==> src/include/lue_ctrl_map.svh <==
// lookup engine register map: offsets, field positions, reset values
// assumes byte-wide management access with 16-bit byte addresses
`ifndef LUE_CTRL_MAP_SVH
`define LUE_CTRL_MAP_SVH

`define LUE_NUM_PORTS 7
`define LUE_PRIO_W 3

`define LUE_ADDR_CTRL2 16'h0312
`define LUE_ADDR_AGE 16'h0313
`define LUE_ADDR_STAT 16'h0314
`define LUE_ADDR_MASK 16'h0315

`define LUE_RSVD_BIT 7
`define LUE_TRAP_BIT 6
`define LUE_DYN_FILT_BIT 5
`define LUE_STA_FILT_BIT 4
`define LUE_SCOPE_LSB 2
`define LUE_PRIO_LSB 0

`define LUE_LF_BIT 2
`define LUE_AF_BIT 1
`define LUE_WF_BIT 0
`define LUE_IRQ_W 3

`define LUE_CTRL2_RST 8'h00
`define LUE_AGE_RST 8'h4B
`define LUE_STAT_RST 3'h0
`define LUE_MASK_RST 3'h7

`endif

==> src/include/lue_pkg.sv <==
// types shared by the lookup engine control block and its bench
// field positions and reset values live in lue_ctrl_map.svh
`include "lue_ctrl_map.svh"

package lue_pkg;

    typedef enum logic [1:0] {
        LUE_SCOPE_NONE = 2'b00,
        LUE_SCOPE_DYN = 2'b01,
        LUE_SCOPE_STA = 2'b10,
        LUE_SCOPE_ALL = 2'b11
    } lue_scope_e;

    typedef enum logic [1:0] {
        LUE_PRIO_DA = 2'b00,
        LUE_PRIO_SA = 2'b01,
        LUE_PRIO_HIGH = 2'b10,
        LUE_PRIO_LOW = 2'b11
    } lue_prio_sel_e;

    typedef enum logic {
        LUE_FL_IDLE = 1'b0,
        LUE_FL_BUSY = 1'b1
    } lue_flush_st_e;

    typedef struct packed {
        logic hit;
        logic is_static;
        logic [`LUE_NUM_PORTS-1:0] entry_map;
        logic [`LUE_NUM_PORTS-1:0] vlan_map;
    } lue_lookup_s;

    typedef struct packed {
        logic reserved_mc;
        logic dtag_mode;
        logic [`LUE_PRIO_W-1:0] da_prio;
        logic [`LUE_PRIO_W-1:0] sa_prio;
    } lue_pkt_s;

    typedef struct packed {
        logic start;
        logic dyn;
        logic sta;
    } lue_flush_s;

endpackage : lue_pkg

==> src/hdl/lue_ctrl.sv <==
// lookup engine control and bucket-event interrupt registers
// assumes byte-wide management port and same-clock datapath inputs
`timescale 1ns/1ps
`default_nettype none

module lue_ctrl
    import lue_pkg::*;
#(
    parameter int AGE_CNT_W = 3
) (
    input wire logic clk_sys, // 25 MHz switch clock
    input wire logic rst_n, // async reset, active low
    input wire logic [15:0] mgmt_addr, // byte address
    input wire logic mgmt_wr, // write strobe
    input wire logic mgmt_rd, // read strobe
    input wire logic [7:0] mgmt_wdata, // write data
    output logic [7:0] mgmt_rdata, // read data, next cycle
    output logic mgmt_rvalid, // read data valid pulse
    input wire lue_lookup_s lookup, // address lookup result
    input wire lue_pkt_s pkt, // packet attributes
    input wire logic [`LUE_NUM_PORTS-1:0] host_map, // host port
    output logic [`LUE_NUM_PORTS-1:0] fwd_map, // forward ports
    output logic [`LUE_PRIO_W-1:0] addr_based_priority, // prio
    input wire logic [AGE_CNT_W-1:0] age_count, // entry age count
    output logic [8+AGE_CNT_W-1:0] age_limit_sec, // aging time
    input wire logic flush_table_req, // table flush trigger
    input wire logic flush_done, // datapath finished flush
    output lue_flush_s flush_cmd, // flush start and scope
    output logic flush_busy, // trigger bit reads set
    input wire logic ev_learn_fail, // bucket all static
    input wire logic ev_almost_full, // static write, 2-3 valid
    input wire logic ev_write_fail, // static write, bucket full
    output logic lookup_engine_summary_irq, // OR of status
    output logic irq_req // unmasked status present
);

    function automatic logic hit_addr(input logic [15:0] a,
                                      input logic [15:0] ref_a);
        hit_addr = (a == ref_a);
    endfunction : hit_addr

    // egress filter: the vlan map can only narrow the lookup result,
    // it never adds a port to it
    function automatic logic [`LUE_NUM_PORTS-1:0] egress_filter(
        input logic [`LUE_NUM_PORTS-1:0] entry_map,
        input logic [`LUE_NUM_PORTS-1:0] vlan_map,
        input logic enable
    );
        egress_filter = entry_map;
        if (enable) begin
            egress_filter = entry_map & vlan_map;
        end
    endfunction : egress_filter

    // higher and lower compare the raw three-bit codes, so a larger
    // code counts as the higher priority
    function automatic logic [`LUE_PRIO_W-1:0] pick_prio(
        input lue_prio_sel_e sel,
        input logic [`LUE_PRIO_W-1:0] da,
        input logic [`LUE_PRIO_W-1:0] sa
    );
        pick_prio = da;
        unique case (sel)
            LUE_PRIO_DA: pick_prio = da;
            LUE_PRIO_SA: pick_prio = sa;
            LUE_PRIO_HIGH: pick_prio = (da > sa) ? da : sa;
            LUE_PRIO_LOW: pick_prio = (da < sa) ? da : sa;
        endcase
    endfunction : pick_prio

    // register file state
    logic [7:0] ctrl2_reg;
    logic [7:0] ctrl2_next;
    logic [7:0] age_reg;
    logic [7:0] age_next;
    logic [`LUE_IRQ_W-1:0] stat_reg;
    logic [`LUE_IRQ_W-1:0] stat_next;
    logic [`LUE_IRQ_W-1:0] mask_reg;
    logic [`LUE_IRQ_W-1:0] mask_next;
    logic [7:0] rdata_next;
    logic rvalid_next;
    logic [`LUE_IRQ_W-1:0] ev_vec;
    logic [`LUE_IRQ_W-1:0] w1c_vec;

    // flush sequencer
    lue_flush_st_e fl_state_reg;
    lue_flush_st_e fl_state_next;
    lue_flush_s flush_cmd_next;
    lue_scope_e scope;

    // datapath outputs
    logic [`LUE_NUM_PORTS-1:0] fwd_next;
    logic [`LUE_PRIO_W-1:0] prio_next;
    logic [8+AGE_CNT_W-1:0] age_lim_next;
    logic summary_next;
    logic irq_next;
    logic trap_hit;

    assign scope = lue_scope_e'(ctrl2_reg[`LUE_SCOPE_LSB +: 2]);

    // events are same-clock pulses; a held level keeps setting its bit
    always_comb begin
        ev_vec = '0;
        ev_vec[`LUE_LF_BIT] = ev_learn_fail;
        ev_vec[`LUE_AF_BIT] = ev_almost_full;
        ev_vec[`LUE_WF_BIT] = ev_write_fail;
    end

    // register writes and status bits
    always_comb begin
        ctrl2_next = ctrl2_reg;
        age_next = age_reg;
        mask_next = mask_reg;
        w1c_vec = '0;
        if (mgmt_wr) begin
            if (hit_addr(mgmt_addr, `LUE_ADDR_CTRL2)) begin
                ctrl2_next = mgmt_wdata;
            end
            if (hit_addr(mgmt_addr, `LUE_ADDR_AGE)) begin
                age_next = mgmt_wdata;
            end
            if (hit_addr(mgmt_addr, `LUE_ADDR_STAT)) begin
                w1c_vec = mgmt_wdata[`LUE_IRQ_W-1:0];
            end
            if (hit_addr(mgmt_addr, `LUE_ADDR_MASK)) begin
                mask_next = mgmt_wdata[`LUE_IRQ_W-1:0];
            end
        end
        // completion clears the scope; it beats a same-cycle write
        // so software never sees a stale scope after the flush
        if (fl_state_reg == LUE_FL_BUSY && flush_done) begin
            ctrl2_next[`LUE_SCOPE_LSB +: 2] = LUE_SCOPE_NONE;
        end
        // a new event wins over a clear in the same cycle
        stat_next = (stat_reg & ~w1c_vec) | ev_vec;
    end

    always_ff @(posedge clk_sys or negedge rst_n) begin
        if (!rst_n) begin
            ctrl2_reg <= `LUE_CTRL2_RST;
            age_reg <= `LUE_AGE_RST;
            stat_reg <= `LUE_STAT_RST;
            mask_reg <= `LUE_MASK_RST;
        end else begin
            ctrl2_reg <= ctrl2_next;
            age_reg <= age_next;
            stat_reg <= stat_next;
            mask_reg <= mask_next;
        end
    end

    // register reads: unmapped addresses return zero; between reads
    // the last word is held so a slow master can still pick it up
    always_comb begin
        rdata_next = mgmt_rdata;
        rvalid_next = mgmt_rd;
        if (mgmt_rd) begin
            rdata_next = 8'h00;
            if (hit_addr(mgmt_addr, `LUE_ADDR_CTRL2)) begin
                rdata_next = ctrl2_reg;
            end
            if (hit_addr(mgmt_addr, `LUE_ADDR_AGE)) begin
                rdata_next = age_reg;
            end
            if (hit_addr(mgmt_addr, `LUE_ADDR_STAT)) begin
                rdata_next[`LUE_IRQ_W-1:0] = stat_reg;
            end
            if (hit_addr(mgmt_addr, `LUE_ADDR_MASK)) begin
                rdata_next[`LUE_IRQ_W-1:0] = mask_reg;
            end
        end
    end

    always_ff @(posedge clk_sys or negedge rst_n) begin
        if (!rst_n) begin
            mgmt_rdata <= 8'h00;
            mgmt_rvalid <= 1'b0;
        end else begin
            mgmt_rdata <= rdata_next;
            mgmt_rvalid <= rvalid_next;
        end
    end

    // flush sequencer: the trigger is held busy until the datapath
    // reports done, then drops, which is how the trigger self-clears
    always_comb begin
        fl_state_next = fl_state_reg;
        flush_cmd_next = '0;
        unique case (fl_state_reg)
            LUE_FL_IDLE: begin
                if (flush_table_req && scope != LUE_SCOPE_NONE) begin
                    flush_cmd_next.start = 1'b1;
                    flush_cmd_next.dyn = scope[0];
                    flush_cmd_next.sta = scope[1];
                    fl_state_next = LUE_FL_BUSY;
                end
            end
            LUE_FL_BUSY: begin
                if (flush_done) begin
                    fl_state_next = LUE_FL_IDLE;
                end
            end
        endcase
    end

    always_ff @(posedge clk_sys or negedge rst_n) begin
        if (!rst_n) begin
            fl_state_reg <= LUE_FL_IDLE;
            flush_cmd <= '0;
        end else begin
            fl_state_reg <= fl_state_next;
            flush_cmd <= flush_cmd_next;
        end
    end

    assign flush_busy = (fl_state_reg == LUE_FL_BUSY);

    // the trap overrides any lookup result, hit or miss
    assign trap_hit = pkt.reserved_mc && pkt.dtag_mode &&
        ctrl2_reg[`LUE_TRAP_BIT];

    // forwarding and priority results for the packet now in lookup
    always_comb begin
        fwd_next = '0;
        if (trap_hit) begin
            fwd_next = host_map;
        end else if (lookup.hit && lookup.is_static) begin
            fwd_next = egress_filter(lookup.entry_map, lookup.vlan_map,
                ctrl2_reg[`LUE_STA_FILT_BIT]);
        end else if (lookup.hit) begin
            fwd_next = egress_filter(lookup.entry_map, lookup.vlan_map,
                ctrl2_reg[`LUE_DYN_FILT_BIT]);
        end
        prio_next = pick_prio(
            lue_prio_sel_e'(ctrl2_reg[`LUE_PRIO_LSB +: 2]),
            pkt.da_prio, pkt.sa_prio);
    end

    always_ff @(posedge clk_sys or negedge rst_n) begin
        if (!rst_n) begin
            fwd_map <= '0;
            addr_based_priority <= '0;
        end else begin
            fwd_map <= fwd_next;
            addr_based_priority <= prio_next;
        end
    end

    // aging limit in seconds; the aging timer outside compares against
    // it. both operands are widened first so the largest period times
    // the largest count cannot wrap
    always_comb begin
        age_lim_next = (8+AGE_CNT_W)'(age_reg) *
            (8+AGE_CNT_W)'(age_count);
    end

    always_ff @(posedge clk_sys or negedge rst_n) begin
        if (!rst_n) begin
            age_limit_sec <= '0;
        end else begin
            age_limit_sec <= age_lim_next;
        end
    end

    // interrupt outputs follow the next status, so they rise at the
    // same edge that captures the event rather than one cycle later
    always_comb begin
        summary_next = |stat_next;
        irq_next = |(stat_next & ~mask_next);
    end

    always_ff @(posedge clk_sys or negedge rst_n) begin
        if (!rst_n) begin
            lookup_engine_summary_irq <= 1'b0;
            irq_req <= 1'b0;
        end else begin
            lookup_engine_summary_irq <= summary_next;
            irq_req <= irq_next;
        end
    end

endmodule : lue_ctrl

`default_nettype wire

==> config.mk <==
export PLATFORM = sky130hd
export DESIGN_NAME = lue_ctrl
export DESIGN_NICKNAME = d
export VERILOG_FILES = /design/src/include/lue_pkg.sv /design/src/hdl/lue_ctrl.sv
export VERILOG_INCLUDE_DIRS = /design/src /design/src/include
export SDC_FILE = /design/constraint.sdc
export NUM_CORES = 1
export LEC_CHECK = 0
export BUFFER_PORTS_ARGS = -buffer_cell sky130_fd_sc_hd__buf_4
export CORE_MARGIN = 10
export CORE_UTILIZATION = 54
export DETAILED_ROUTE_END_ITERATION = 8
export PLACE_DENSITY_LB_ADDON = 0.2
export SYNTH_ARGS = -nofsm -noshare
export SYNTH_HDL_FRONTEND = slang
export SYNTH_SLANG_ARGS = --single-unit
==> constraint.sdc <==
create_clock -name clk_sys -period 5.6 [get_ports clk_sys]
set_clock_uncertainty 0.1 [all_clocks]
set_input_delay 0.56 -clock clk_sys [delete_from_list [all_inputs] [get_ports clk_sys]]
set_output_delay 0.56 -clock clk_sys [all_outputs]
set_load 0.05 [all_outputs]
After elaboration in Yosys (flattened, before gate mapping)
Cells that the tools add are included.
{"block": "totals", "register_bits": 58, "out_inout_bits": 36, "in_bits": 67}
{"block": "classes", "bitwise": 7, "reduce_logical": 14, "order_cmp": 2, "n_mux": 24, "eq_ne": 7, "mul": 1}
{"cell": "== test 16 x 10 -> 1 bit (second input constant)", "n": 4}
{"cell": "2-to-1 mux 7 bit", "n": 5}
{"cell": "2-to-1 mux 3 bit", "n": 10}
{"cell": "2-to-1 mux 8 bit", "n": 2}
{"cell": "case mux 3 bit (4 select lines)", "n": 1}
{"cell": "multiplier 8 x 3 -> 11 bit", "n": 1}
{"cell": "2-to-1 mux 4 bit", "n": 2}
{"cell": "AND 7 bit", "n": 1}
{"cell": "AND 3 bit", "n": 2}
{"cell": "NOT 3 bit", "n": 2}
{"cell": "AND reduction 2 bit", "n": 3}
{"cell": "nonzero test 2 bit", "n": 3}
{"cell": "OR reduction 3 bit", "n": 2}
{"cell": "logical AND 1 bit", "n": 5}
{"cell": "== test 2 bit (second input constant)", "n": 2}
{"cell": "> comparator 3 bit", "n": 1}
{"cell": "less-than comparator 3 bit", "n": 1}
{"cell": "OR 3 bit", "n": 1}
{"cell": "== test 2 x 1 -> 1 bit (second input constant)", "n": 1}
{"cell": "logical NOT 2 bit", "n": 1}
{"cell": "2-to-1 mux 1 bit", "n": 2}
{"cell": "2-to-1 mux 2 bit", "n": 1}
{"cell": "case mux 1 bit (2 select lines)", "n": 1}
{"cell": "NOT 1 bit", "n": 1}

Depth between registers and ports, before layout
Gate-level depths: netlist of the first run.
{"block": "depth", "depth_word": 8, "mapped_depth": 11, "depth_no_buf": 11}

Worst setup path after synthesis of the first run
Ideal clock, no wire load.
{"block": "synth_path", "path_kind": "input to register", "startpoint": "in age_count[2]", "endpoint": "reg age_limit_sec[9]", "required_ps": 5420, "arrival_time_ps": 2454, "n_path_buf": 0, "path_slack_ps": 2966, "cell_stages": 9, "setup_time_ps": 80, "cell_sequence": "nand2_1 -> fa_1 -> inv_1 -> ha_1 -> a21o_1 -> a21oi_1 -> o21ai_0 -> o41ai_1 -> xnor2_1"}
{"block": "synth_via", "elab_chain_len": 1}
{"element": "start, declared", "line": "lue_ctrl.sv:24", "rtl": "input wire logic [AGE_CNT_W-1:0] age_count,"}
{"element": "multiplier 8 x 3 -> 11 bit", "line": "lue_ctrl.sv:253", "rtl": "age_lim_next = (8+AGE_CNT_W)'(age_reg) *"}
{"element": "net age_lim_next[9]", "line": "lue_ctrl.sv:94", "rtl": "logic [8+AGE_CNT_W-1:0] age_lim_next;"}
{"element": "end signal, assigned", "line": "lue_ctrl.sv:261", "rtl": "age_limit_sec <= age_lim_next;"}
{"element": "end, declared", "line": "lue_ctrl.sv:25", "rtl": "output logic [8+AGE_CNT_W-1:0] age_limit_sec,"}
The timed path passes the listed nets, and every way through them passes these cells.
A chain may end at the register's enable or synchronous reset.

Worst setup path after layout of the first run
{"block": "layout_path", "startpoint": "reg age_reg[1]", "endpoint": "reg age_limit_sec[9]"}
{"block": "layout_via", "elab_chain_len": 1}
{"element": "start, declared", "line": "lue_ctrl.sv:74", "rtl": "logic [7:0] age_reg;"}
{"element": "start signal, assigned", "line": "lue_ctrl.sv:141", "rtl": "age_reg <= `LUE_AGE_RST;"}
{"element": "start signal, assigned", "line": "lue_ctrl.sv:146", "rtl": "age_reg <= age_next;"}
{"element": "multiplier 8 x 3 -> 11 bit", "line": "lue_ctrl.sv:253"}
{"element": "net age_lim_next[9]", "line": "lue_ctrl.sv:94"}
The timed path passes the listed nets, and every way through them passes these cells.

==> results of run 1 <==
[Yosys cell counts (2+ instances only)]
| master | instances |
|---|---|
| inv_1 | 30 |
| o211ai_1 | 7 |
| mux2i_1 | 16 |
| nor4b_4 | 2 |
| o22ai_1 | 8 |
| dfrtp_1 | 51 |
| a21o_1 | 3 |
| ha_1 | 13 |
| mux2_2 | 15 |
| buf_2 | 2 |
| nand2_1 | 31 |
| nor3_2 | 3 |
| nor2_1 | 9 |
| and2_1 | 11 |
| fa_1 | 7 |
| dfstp_2 | 7 |
| a31oi_1 | 4 |
| clkbuf_1 | 6 |
| a32o_1 | 3 |
| o21ai_0 | 15 |
| a22o_1 | 3 |
| nand3_1 | 5 |
| a21oi_1 | 9 |
| xnor2_1 | 5 |
| nand2b_1 | 3 |
| nor2b_1 | 3 |
[area by class of cell]
cell class                 count  area share, %
tap                           72          2.203
timing repair buffer         102          18.73
clock inverter                 3         0.3672
sequential                    58          35.71
clock buffer                  13          3.886
multi-input combinational    188          36.35
inverter                      30          2.754
[worst max-delay path by stage]
stage	startpoint	end	slack (ps)	cells past startpoint
after floorplan	age_count[2]	age_limit_sec[9]	2970	9
after global placement	age_count[2]	age_limit_sec[9]	2740	10
after detailed placement	age_count[2]	age_limit_sec[9]	2640	10
after CTS	age_reg[1]	age_limit_sec[9]	2760	9
after global routing	age_reg[1]	age_limit_sec[9]	2620	9
final	age_reg[1]	age_limit_sec[9]	2760	9
[worst max-delay path, stage by stage (launching register included)]
cell     delay, ps
dfstp_2        570
nand2_1         90
fa_1           600
inv_1           60
ha_1           290
a21o_1         180
a21oi_1        220
o21ai_0        160
o41ai_1        320
xnor2_1        170
[power by group through the flow]
stage,combinational (uW),clock [uW],sequential (uW)
2_1_floorplan,24.5,0,447
3_3_place_gp,97.8,0,432
3_5_place_dp,99.9,0,432
4_1_cts,100,349,425
5_1_grt,108,365,425
6_report,99.1,344,425
[cells by family (layout without fill, tap and decap cells)]
family / Yosys count / count (layout)
xor+xnor: 6 / 6
compound gates: 57 / 57
simple gates: 74 / 74
buf+inv: 38 / 148
flops: 58 / 58
mux: 31 / 31
fa+ha+maj: 20 / 20
[per-layer routing]
metal | GRT usage [%] | up-vias | wire length, um
met3 | 4.399 | 11 | 499
met5 | 0 | - | 0
li1 | - | 1191 | -
met2 | 29.68 | 72 | 3951
met1 | 19.71 | 1166 | 3142
met4 | 7.862 | 0 | 124
[metrics by stage]
stage          power [uW]  instances  worst slack, ps
2_1_floorplan       471.6        284             2966
3_3_place_gp        529.8        450             2736
3_5_place_dp        532.0        450             2644
4_1_cts             874.1        466             2758
5_1_grt             897.6        466             2616
6_report            867.6        466             2761
==> flow_metrics.py, run 1 <==
metrics = {
    "power_and_ir_drop": {
        "p_seq_share_pct": 48.9,
        "pwr-share-clk_pct": 39.6,
        "p_comb_share_pct": 11.4,
        "leakagePower_uw": 0.002072,
        "p_sw_uw": 215.0,
        "irDropWorstVdd_mv": 0.1752,
        "power_density_mw_per_mm2": 212.2,
        "switching_share_pct": 24.78,
        "p_int_uw": 652.6,
    },
    "critical_path": {
        "cp-end-kind": "flop",
        "r2r_slack_ps": 2760,
        "reg2regPathDepth": 9,
        "crit_required_ps": 5750,
        "cp-start-kind": "flop",
        "r2r_start": "age_reg[1]",
        "path_max_fanout": 5,
        "critPathKind": "reg2reg",
        "critPathArrivalTime_ps": 2990,
        "reg2reg_to": "age_limit_sec[9]",
    },
    "clock_network": {
        "cts_tree": "built",
        "cts_hold_buffers": 0,
        "clockBufferDepth": 2,
        "cts_sinks": 58,
        "cts_setup_buffers": 0,
        "cts_root_buf": "clkbuf_8",
        "cts.clk_slew.worst_paths_ps": 60,
        "htreeDepth": 3,
        "post_cts_resized": 0,
        "clock_latency_ps": 330,
        "cts_buffers": 9,
    },
    "cells_and_area": {
        "drive_above_1_share_pct": 37.31,
        "fin_area_mm2": 0.004089,
        "nFillCells": 426,
        "regArea_mm2": 0.001460,
        "postLayoutCoreUtil_pct": 73.80,
        "multiInputGateArea_mm2": 0.001486,
        "top_register": "age_limit_sec",
        "layout_common_cells": "buf_4 (102), dfrtp_1 (51), nand2_1 (31)",
        "final_nets": 476,
        "largest_reg_flops": 11,
        "syn_to_final_growth_pct": 32.25,
        "antenna_cells": 0,
        "mostFrequentLayoutCell": "buf_4",
    },
    "grt": {
        "grt_usage_pct": 17.26,
        "grt_pass1_vias": 2601,
        "antenna_found_initial": 0,
        "grt_max_degree": 59,
        "grt_pass1_wl_um": 12350,
        "grt_overflow": 0,
    },
    "sta": {
        "setup_viol": 0,
        "tightest_slew_ps": 723.8,
        "setup_tns_ps": 0,
        "hold_viol_final": 0,
        "slew_headroom_pct": 51.75,
        "fin_crit_sh_pct": 50.69,
        "hold_ws_ps": 177.1,
        "fin_crit_ps": 2839,
        "drv_slew": 0,
        "rsz0062_at_grt": "no",
        "timing.fmax_mhz": 352.3,
    },
    "yosys": {
        "synth_edf_count": 0,
        "synth_xor_area_share_pct": 1.700,
        "yosysSeqAreaShare_pct": 47.23,
        "ys_seq_elements": 58,
        "synth-compound-area-share_pct": 11.82,
        "synthesis.area_mm2": 0.003092,
        "synthDistinctLibCells": 39,
        "synth_top_family_by_area": "simple AND/OR/NAND/NOR gates",
        "synth-simple-area-share_pct": 14.12,
        "synthMuxAreaShare_pct": 10.64,
        "synth_top_area_share_pct": 41.28,
        "synth_nets": 371,
        "ys.flop_type": "dfrtp_1",
        "syn_inst": 284,
        "synth_warnings": 0,
        "yosys.area_share.adder_pct": 9.794,
        "netlist_top_cells_area": "dfrtp_1 (41%), dfstp_2 (5.9%), mux2_2 (5.5%), ha_1 (5.3%), mux2i_1 (5.2%)",
        "syn_avg_cell_area_um2": 10.89,
        "async_reset_ff_share_pct": 100.0,
        "synth.largest_area_cell": "dfrtp_1",
    },
    "placed_design": {
        "gpl.final_weighted_congestion": 0.7908,
        "place_hpwl_um": 6028,
        "placed_area_mm2": 0.003915,
        "port_buffers": 102,
    },
    "drt": {
        "wire_per_inst_um": 16.56,
        "drt_wl_total_um": 7717,
        "drt_pass1_iterations": 6,
        "vias": 2440,
        "ant_nets": 0,
        "detail_route.vias_per_cell": 5.236,
        "drtIter0Drc": 85,
        "drc": 0,
    },
    "die": {
        "die_area_mm2": 0.009152,
        "rows": 27,
        "die-height_um": 95.67,
        "die_x_um": 95.67,
        "core_region_area_mm2": 0.005540,
        "initial_core_util_pct": 55.80,
        "num_io_pins": 103,
    },
    "hold_path": {
        "hold_path_class": "in2async",
    },
    "flow_run": {
        "maxCapViolations": 0,
    },
    "run_status": {
        "status": "finished, final reports clean",
    },
}
(Power assumes the default switching activity.)
==> inputs of run 2 (changes only) <==
- ABC_AREA: unset -> 1
- CORE_UTILIZATION: 54 -> 52
- clock period: 5.6 -> 2.7 ns (I/O delays scaled with it)
==> run 2 against run 1 <==
Worst setup slack got worse by 2600 ps. First-iteration DRC count up 40%. Area after synthesis is 11% higher. Non-clock buffer count grew 2. Routed wire length rose by 14%. Register-to-register slack worse by 2600 ps. Sequential power up 110%. Sequential share of layout area decreased by 2.7 points. Utilization decreased by 4.5 points. Critical endpoint is now age_limit_sec[8].
==> flow_metrics.py, run 2 <==
metrics = {
    "clock_network": {
        "clock_latency_ps": 340,
        "cts_root_buf": "clkbuf_8",
        "cts_sinks": 58,
        "cts_tree": "built",
        "clockBufferDepth": 2,
        "cts_buffers": 9,
        "htreeDepth": 3,
        "cts_setup_buffers": 0,
        "cts.clk_slew.worst_paths_ps": 70,
    },
    "sta": {
        "tightest_slew_ps": 708.6,
        "fin_crit_sh_pct": 92.28,
        "slew_headroom_pct": 52.76,
        "hold_viol_final": 0,
        "timing.fmax_mhz": 401.4,
        "fin_crit_ps": 2491,
        "timing.final.ws_setup_ps": 208.5,
        "setup_viol": 0,
        "rsz0062_at_grt": "no",
        "setup_tns_ps": 0,
        "drv_slew": 0,
    },
    "yosys": {
        "ys_seq_elements": 58,
        "synthesis.area_mm2": 0.003440,
        "synth.most_common_cell": "nand2_1",
        "ys.flop_type": "dfrtp_1",
        "syn_inst": 411,
        "async_reset_ff_share_pct": 100.0,
        "syn_avg_cell_area_um2": 8.369,
        "netlist_top_cells_area": "dfrtp_1 (37%), nand2_1 (12%), inv_1 (7.1%), dfstp_2 (5.3%), nand3_1 (5.1%)",
        "synth.largest_area_cell": "dfrtp_1",
        "synth_nets": 498,
        "synth_edf_count": 0,
        "synth_top_area_share_pct": 37.10,
        "yosysSeqAreaShare_pct": 42.45,
        "synthDistinctLibCells": 38,
        "synth_top_cells_by_count": "nand2_1 (112), inv_1 (65), dfrtp_1 (51), nand3_1 (35)",
        "synth_warnings": 0,
    },
    "drt": {
        "vias": 3133,
        "drtIter0Drc": 119,
        "wire_per_inst_um": 14.79,
        "drt_pass1_iterations": 4,
        "detail_route.vias_per_cell": 5.266,
        "drc": 0,
        "drt_wl_total_um": 8803,
        "ant_nets": 0,
    },
    "placed_design": {
        "gpl.final_weighted_congestion": 0.8108,
        "place_hpwl_um": 6901,
        "pre_cts_ws_ps": 131.1,
        "dp.cells": 578,
        "port_buffers": 102,
    },
    "die": {
        "rows": 29,
        "core_region_area_mm2": 0.006386,
        "initial_core_util_pct": 53.86,
        "num_io_pins": 103,
        "die_area_mm2": 0.01027,
        "die_x_um": 101.3,
        "die-height_um": 101.3,
    },
    "critical_path": {
        "path_max_fanout": 5,
        "cp_top_family": "adder cells",
        "critPathKind": "reg2reg",
        "critPathArrivalTime_ps": 2660,
        "cp-start-kind": "flop",
        "slowest_delay_ps": 480,
        "cp-end-kind": "flop",
        "crit_slowest_cell": "fa_1",
        "crit_buf_inv": 2,
        "crit_chain": "nand2_1 > inv_1 > fa_1 > ha_1 > inv_1 > fa_1 > o21ai_1 > a21oi_1 > o21bai_1 > xor2_1",
        "crit_required_ps": 2860,
    },
    "grt": {
        "grt_usage_pct": 17.74,
        "antenna_found_initial": 0,
        "grt_overflow": 0,
        "grt_pass1_wl_um": 14700,
        "grt_pass1_vias": 3122,
        "grt_max_degree": 59,
    },
    "power_and_ir_drop": {
        "p_int_uw": 1403,
        "p_comb_share_pct": 14.5,
        "pwr-share-clk_pct": 38.8,
        "power_density_mw_per_mm2": 434.2,
        "irDropWorstVdd_mv": 0.5770,
        "p_sw_uw": 517.5,
        "p_seq_share_pct": 46.7,
        "leakagePower_uw": 0.002504,
        "switching_share_pct": 26.94,
    },
    "flow_run": {
        "maxCapViolations": 0,
    },
    "cells_and_area": {
        "syn_to_final_growth_pct": 28.63,
        "layout_common_cells": "nand2_1 (112), buf_4 (103), inv_1 (65)",
        "final_nets": 600,
        "drive_above_1_share_pct": 28.96,
        "antenna_cells": 0,
        "mostFrequentLayoutCell": "nand2_1",
        "largest_reg_flops": 11,
        "top_register": "age_limit_sec",
        "fin_cells": 595,
    },
    "hold_path": {
        "hold_path_class": "in2reg",
    },
    "run_status": {
        "status": "finished, final reports clean",
    },
}
[run 2: cell types whose count changed after synthesis, sizes merged, moves of 6 or more]
cell / delta
nand2: +90
inv: +36
o22ai: -8
nand3: +32
mux2: -13
o32ai: +7
o31ai: +7
o211ai: -6
buf: +6
nor2: +8
mux2i: -16
and2: -10
nand4: +12
[run 2: worst paths after layout]
check | startpoint | endpoint | slack [ps] | depth (start not counted)
worst max-delay path | age_reg[2] | age_limit_sec[8] | 210 | 10
max in group asynchronous | rst_n | ctrl2_reg[2] | 1590 | 2
worst min register to register | mgmt_rdata[7] | mgmt_rdata[7] | 380 | 2
min in group asynchronous | rst_n | addr_based_priority[0] | 430 | 2
worst min-delay path | mgmt_rd | mgmt_rvalid | 10 | 1
worst max register to register | age_reg[2] | age_limit_sec[8] | 210 | 10
[run 2: layout make-up]
cell class / count / area, um2
Sequential cell: 58 / 1460
Tap cell: 77 / 96.34
Inverter: 67 / 255.2
Clock inverter: 2 / 10.01
Fill cell: 542 / 1962
Timing Repair Buffer: 104 / 783.3
Clock buffer: 14 / 172.7
Multi-Input combinational cell: 273 / 1647
[run 2: logic make-up after synthesis]
kind of cell	Yosys count	synth area share (%)
AOI/OAI and AO/OA	48	9.422
xor gates and xnor gates	6	1.528
adders and majority gates	20	8.803
buffers and inverters	80	9.676
DFF	58	42.45
muxes	2	0.8731
and+or+nand+nor	197	27.25
[run 2: timing repair]
| action | 4_1_cts | 5_1_grt |
|---|---|---|
| resized for setup | 0 | 1 |
| setup endpoints to repair | 0 | 1 |
| endpoints found under the hold margin | 51 | 0 |
| hold buffers | 1 | 0 |
[run 2: power groups by stage]
stage / registers (uW) / logic, uW / clock network, uW
2_1_floorplan: 972 / 79.3 / 0
3_3_place_gp: 913 / 273 / 0
3_5_place_dp: 913 / 279 / 0
4_1_cts: 897 / 281 / 760
5_1_grt: 899 / 303 / 793
6_report: 897 / 278 / 746
[run 2: metrics by stage]
stage / hold WS, ps / util, % / cell area [um2] / total power [uW]
global route: 7.766 / 69.28 / 4424 / 1994
detailed placement: 273.7 / 66.26 / 4232 / 1191
finish: 14.64 / 69.28 / 4424 / 1921
floorplan: -125.6 / - / 3440 / 1052
global placement: 267.0 / 66.26 / 4232 / 1186
CTS: 8.078 / 69.28 / 4424 / 1938
[run 2: per-layer routing]
layer  wire, um  vias to the layer above  GRT usage [%]
met5          0                        -              0
met4        141                        0          5.895
met3        480                       15          5.854
met2       4593                       80          30.81
met1       3587                     1510          19.97
li1           -                     1528              -
==> inputs of run 3 (changes only) <==
- REMOVE_ABC_BUFFERS: unset -> 1
==> run 3 against run 2 <==
Largest power group unchanged. First-iteration DRC count grew 53%. Die area is the same. Global-route usage grew 0.23 points. Hold slack gained 7.4 ps. Clock-buffer cell count shrank 3. Critical path type unchanged.
==> flow_metrics.py, run 3 (synthesized netlist as in run 2, its figures left out) <==
metrics = {
    "placed_design": {
        "port_buffers": 102,
        "place_hpwl_um": 6802,
        "gpl.final_weighted_congestion": 0.7745,
    },
    "drt": {
        "drt-met1-wl_um": 3547,
        "drtIter0Drc": 182,
        "drc": 0,
        "drt_wl_total_um": 8592,
        "met3_length_um": 726,
        "vias": 3089,
        "route.met2.wl_um": 4198,
        "detail_route.vias_per_cell": 5.192,
        "wire_per_inst_um": 14.44,
        "top_layer": "met4",
        "ant_nets": 0,
        "drt_pass1_iterations": 4,
    },
    "grt": {
        "grt_pass1_wl_um": 14950,
        "grt_pass1_vias": 3192,
        "antenna_found_initial": 0,
        "grt_overflow": 0,
        "grt_max_degree": 59,
        "grt_usage_pct": 17.97,
    },
    "flow_run": {
        "maxCapViolations": 0,
    },
    "sta": {
        "setup_tns_ps": 0,
        "setup_viol": 0,
        "slew_headroom_pct": 51.75,
        "drv_slew": 0,
        "hold_viol_final": 0,
        "tightest_slew_ps": 723.8,
        "fin_crit_sh_pct": 90.87,
        "rsz0062_at_grt": "no",
        "fin_crit_ps": 2453,
        "timing.fmax_mhz": 407.6,
        "hold_ws_ps": 22.04,
    },
    "cells_and_area": {
        "mostFrequentLayoutCell": "nand2_1",
        "final_nets": 600,
        "top_register": "age_limit_sec",
        "drive_above_1_share_pct": 29.34,
        "layout_common_cells": "nand2_1 (112), buf_4 (103), inv_1 (65)",
        "largest_reg_flops": 11,
        "antenna_cells": 0,
        "syn_to_final_growth_pct": 29.25,
    },
    "clock_network": {
        "cts_setup_buffers": 0,
        "cts.clk_slew.worst_paths_ps": 70,
        "clockBufferDepth": 2,
        "cts_root_buf": "clkbuf_8",
        "htreeDepth": 3,
        "cts_tree": "built",
        "cts_buffers": 9,
        "cts_sinks": 58,
        "clock_latency_ps": 340,
    },
    "power_and_ir_drop": {
        "irDropWorstVdd_mv": 0.5343,
        "power_density_mw_per_mm2": 449.2,
        "leakagePower_uw": 0.002512,
    },
    "die": {
        "die-height_um": 101.3,
        "core_region_area_mm2": 0.006386,
        "initial_core_util_pct": 53.86,
        "num_io_pins": 103,
        "die_x_um": 101.3,
        "die_area_mm2": 0.01027,
        "rows": 29,
    },
    "critical_path": {
        "cp_top_family": "adder cells",
        "crit_chain": "nand2_1 > inv_1 > fa_1 > ha_1 > inv_1 > fa_1 > o21ai_1 > a21oi_1 > o21bai_1 > xor2_1",
        "path_max_fanout": 5,
        "cp-startpoint": "age_reg[2]",
        "r2r_start": "age_reg[2]",
        "cp-start-kind": "flop",
        "slowest_delay_ps": 490,
        "crit_buf_inv": 2,
        "crit_required_ps": 2870,
        "critPathArrivalTime_ps": 2620,
        "cp-end-kind": "flop",
        "crit_slowest_cell": "fa_1",
        "critPathKind": "reg2reg",
    },
    "hold_path": {
        "hold_path_class": "in2reg",
        "hp-start": "mgmt_rd",
    },
    "run_status": {
        "status": "finished, final reports clean",
    },
}
-- run 3: changes by cell type in the layout (fill, tap and decap cells not counted), sizes merged --
cell	before	now
clkinv	3	4
bufinv	0	1
clkbuf	14	11
clkinvlp	0	1
-- run 3: cell type report --
| type | instances | area, um2 |
|---|---|---|
| clock inverters | 5 | 52.55 |
| fillers | 520 | 1941 |
| inverters | 67 | 255.2 |
| repair buffers | 104 | 783.3 |
| well taps | 77 | 96.34 |
| flip-flops and latches | 58 | 1460 |
| multi-input cells | 273 | 1647 |
| clock buffers | 11 | 151.4 |
-- run 3: metrics by stage --
step | utilization [%] | std cells | instance area (um2) | setup slack [ps] | power, uW
finish | 69.61 | 595 | 4446 | 246.5 | 1997
global route | 69.61 | 595 | 4446 | 69.89 | 2076
CTS | 69.61 | 595 | 4446 | 166.1 | 2012
detailed placement | 66.26 | 578 | 4232 | 134.0 | 1190
global placement | 66.26 | 578 | 4232 | 216.9 | 1185
floorplan | - | 398 | 3362 | 247.0 | 1038
-- run 3: routing by layer --
layer / GRT usage [%] / vias up
met5: 0 / -
met4: 7.288 / 0
met3: 5.854 / 10
met2: 28.96 / 89
met1: 21.71 / 1453
li1: - / 1537
-- run 3: worst paths after layout --
check / to / slack [ps] / depth (start not counted)
worst max register to register: age_limit_sec[8] / 250 / 10
min in group asynchronous: addr_based_priority[1] / 420 / 2
worst max-delay path: age_limit_sec[8] / 250 / 10
max in group asynchronous: mgmt_rdata[7] / 1590 / 2
worst min-delay path: mgmt_rvalid / 20 / 1
worst min register to register: flush_cmd[2] / 380 / 1
-- run 3: timing repair --
action,in CTS,in global routing
hold buffers,1,0
gates resized for setup,0,1
endpoints found under the hold margin,51,0
endpoints found under the setup margin,0,1
-- run 3: power breakdown --
part           internal [uW]  switching [uW]
sequential               887            9.96
clock                    471             353
combinational            110             166
total                   1470             529
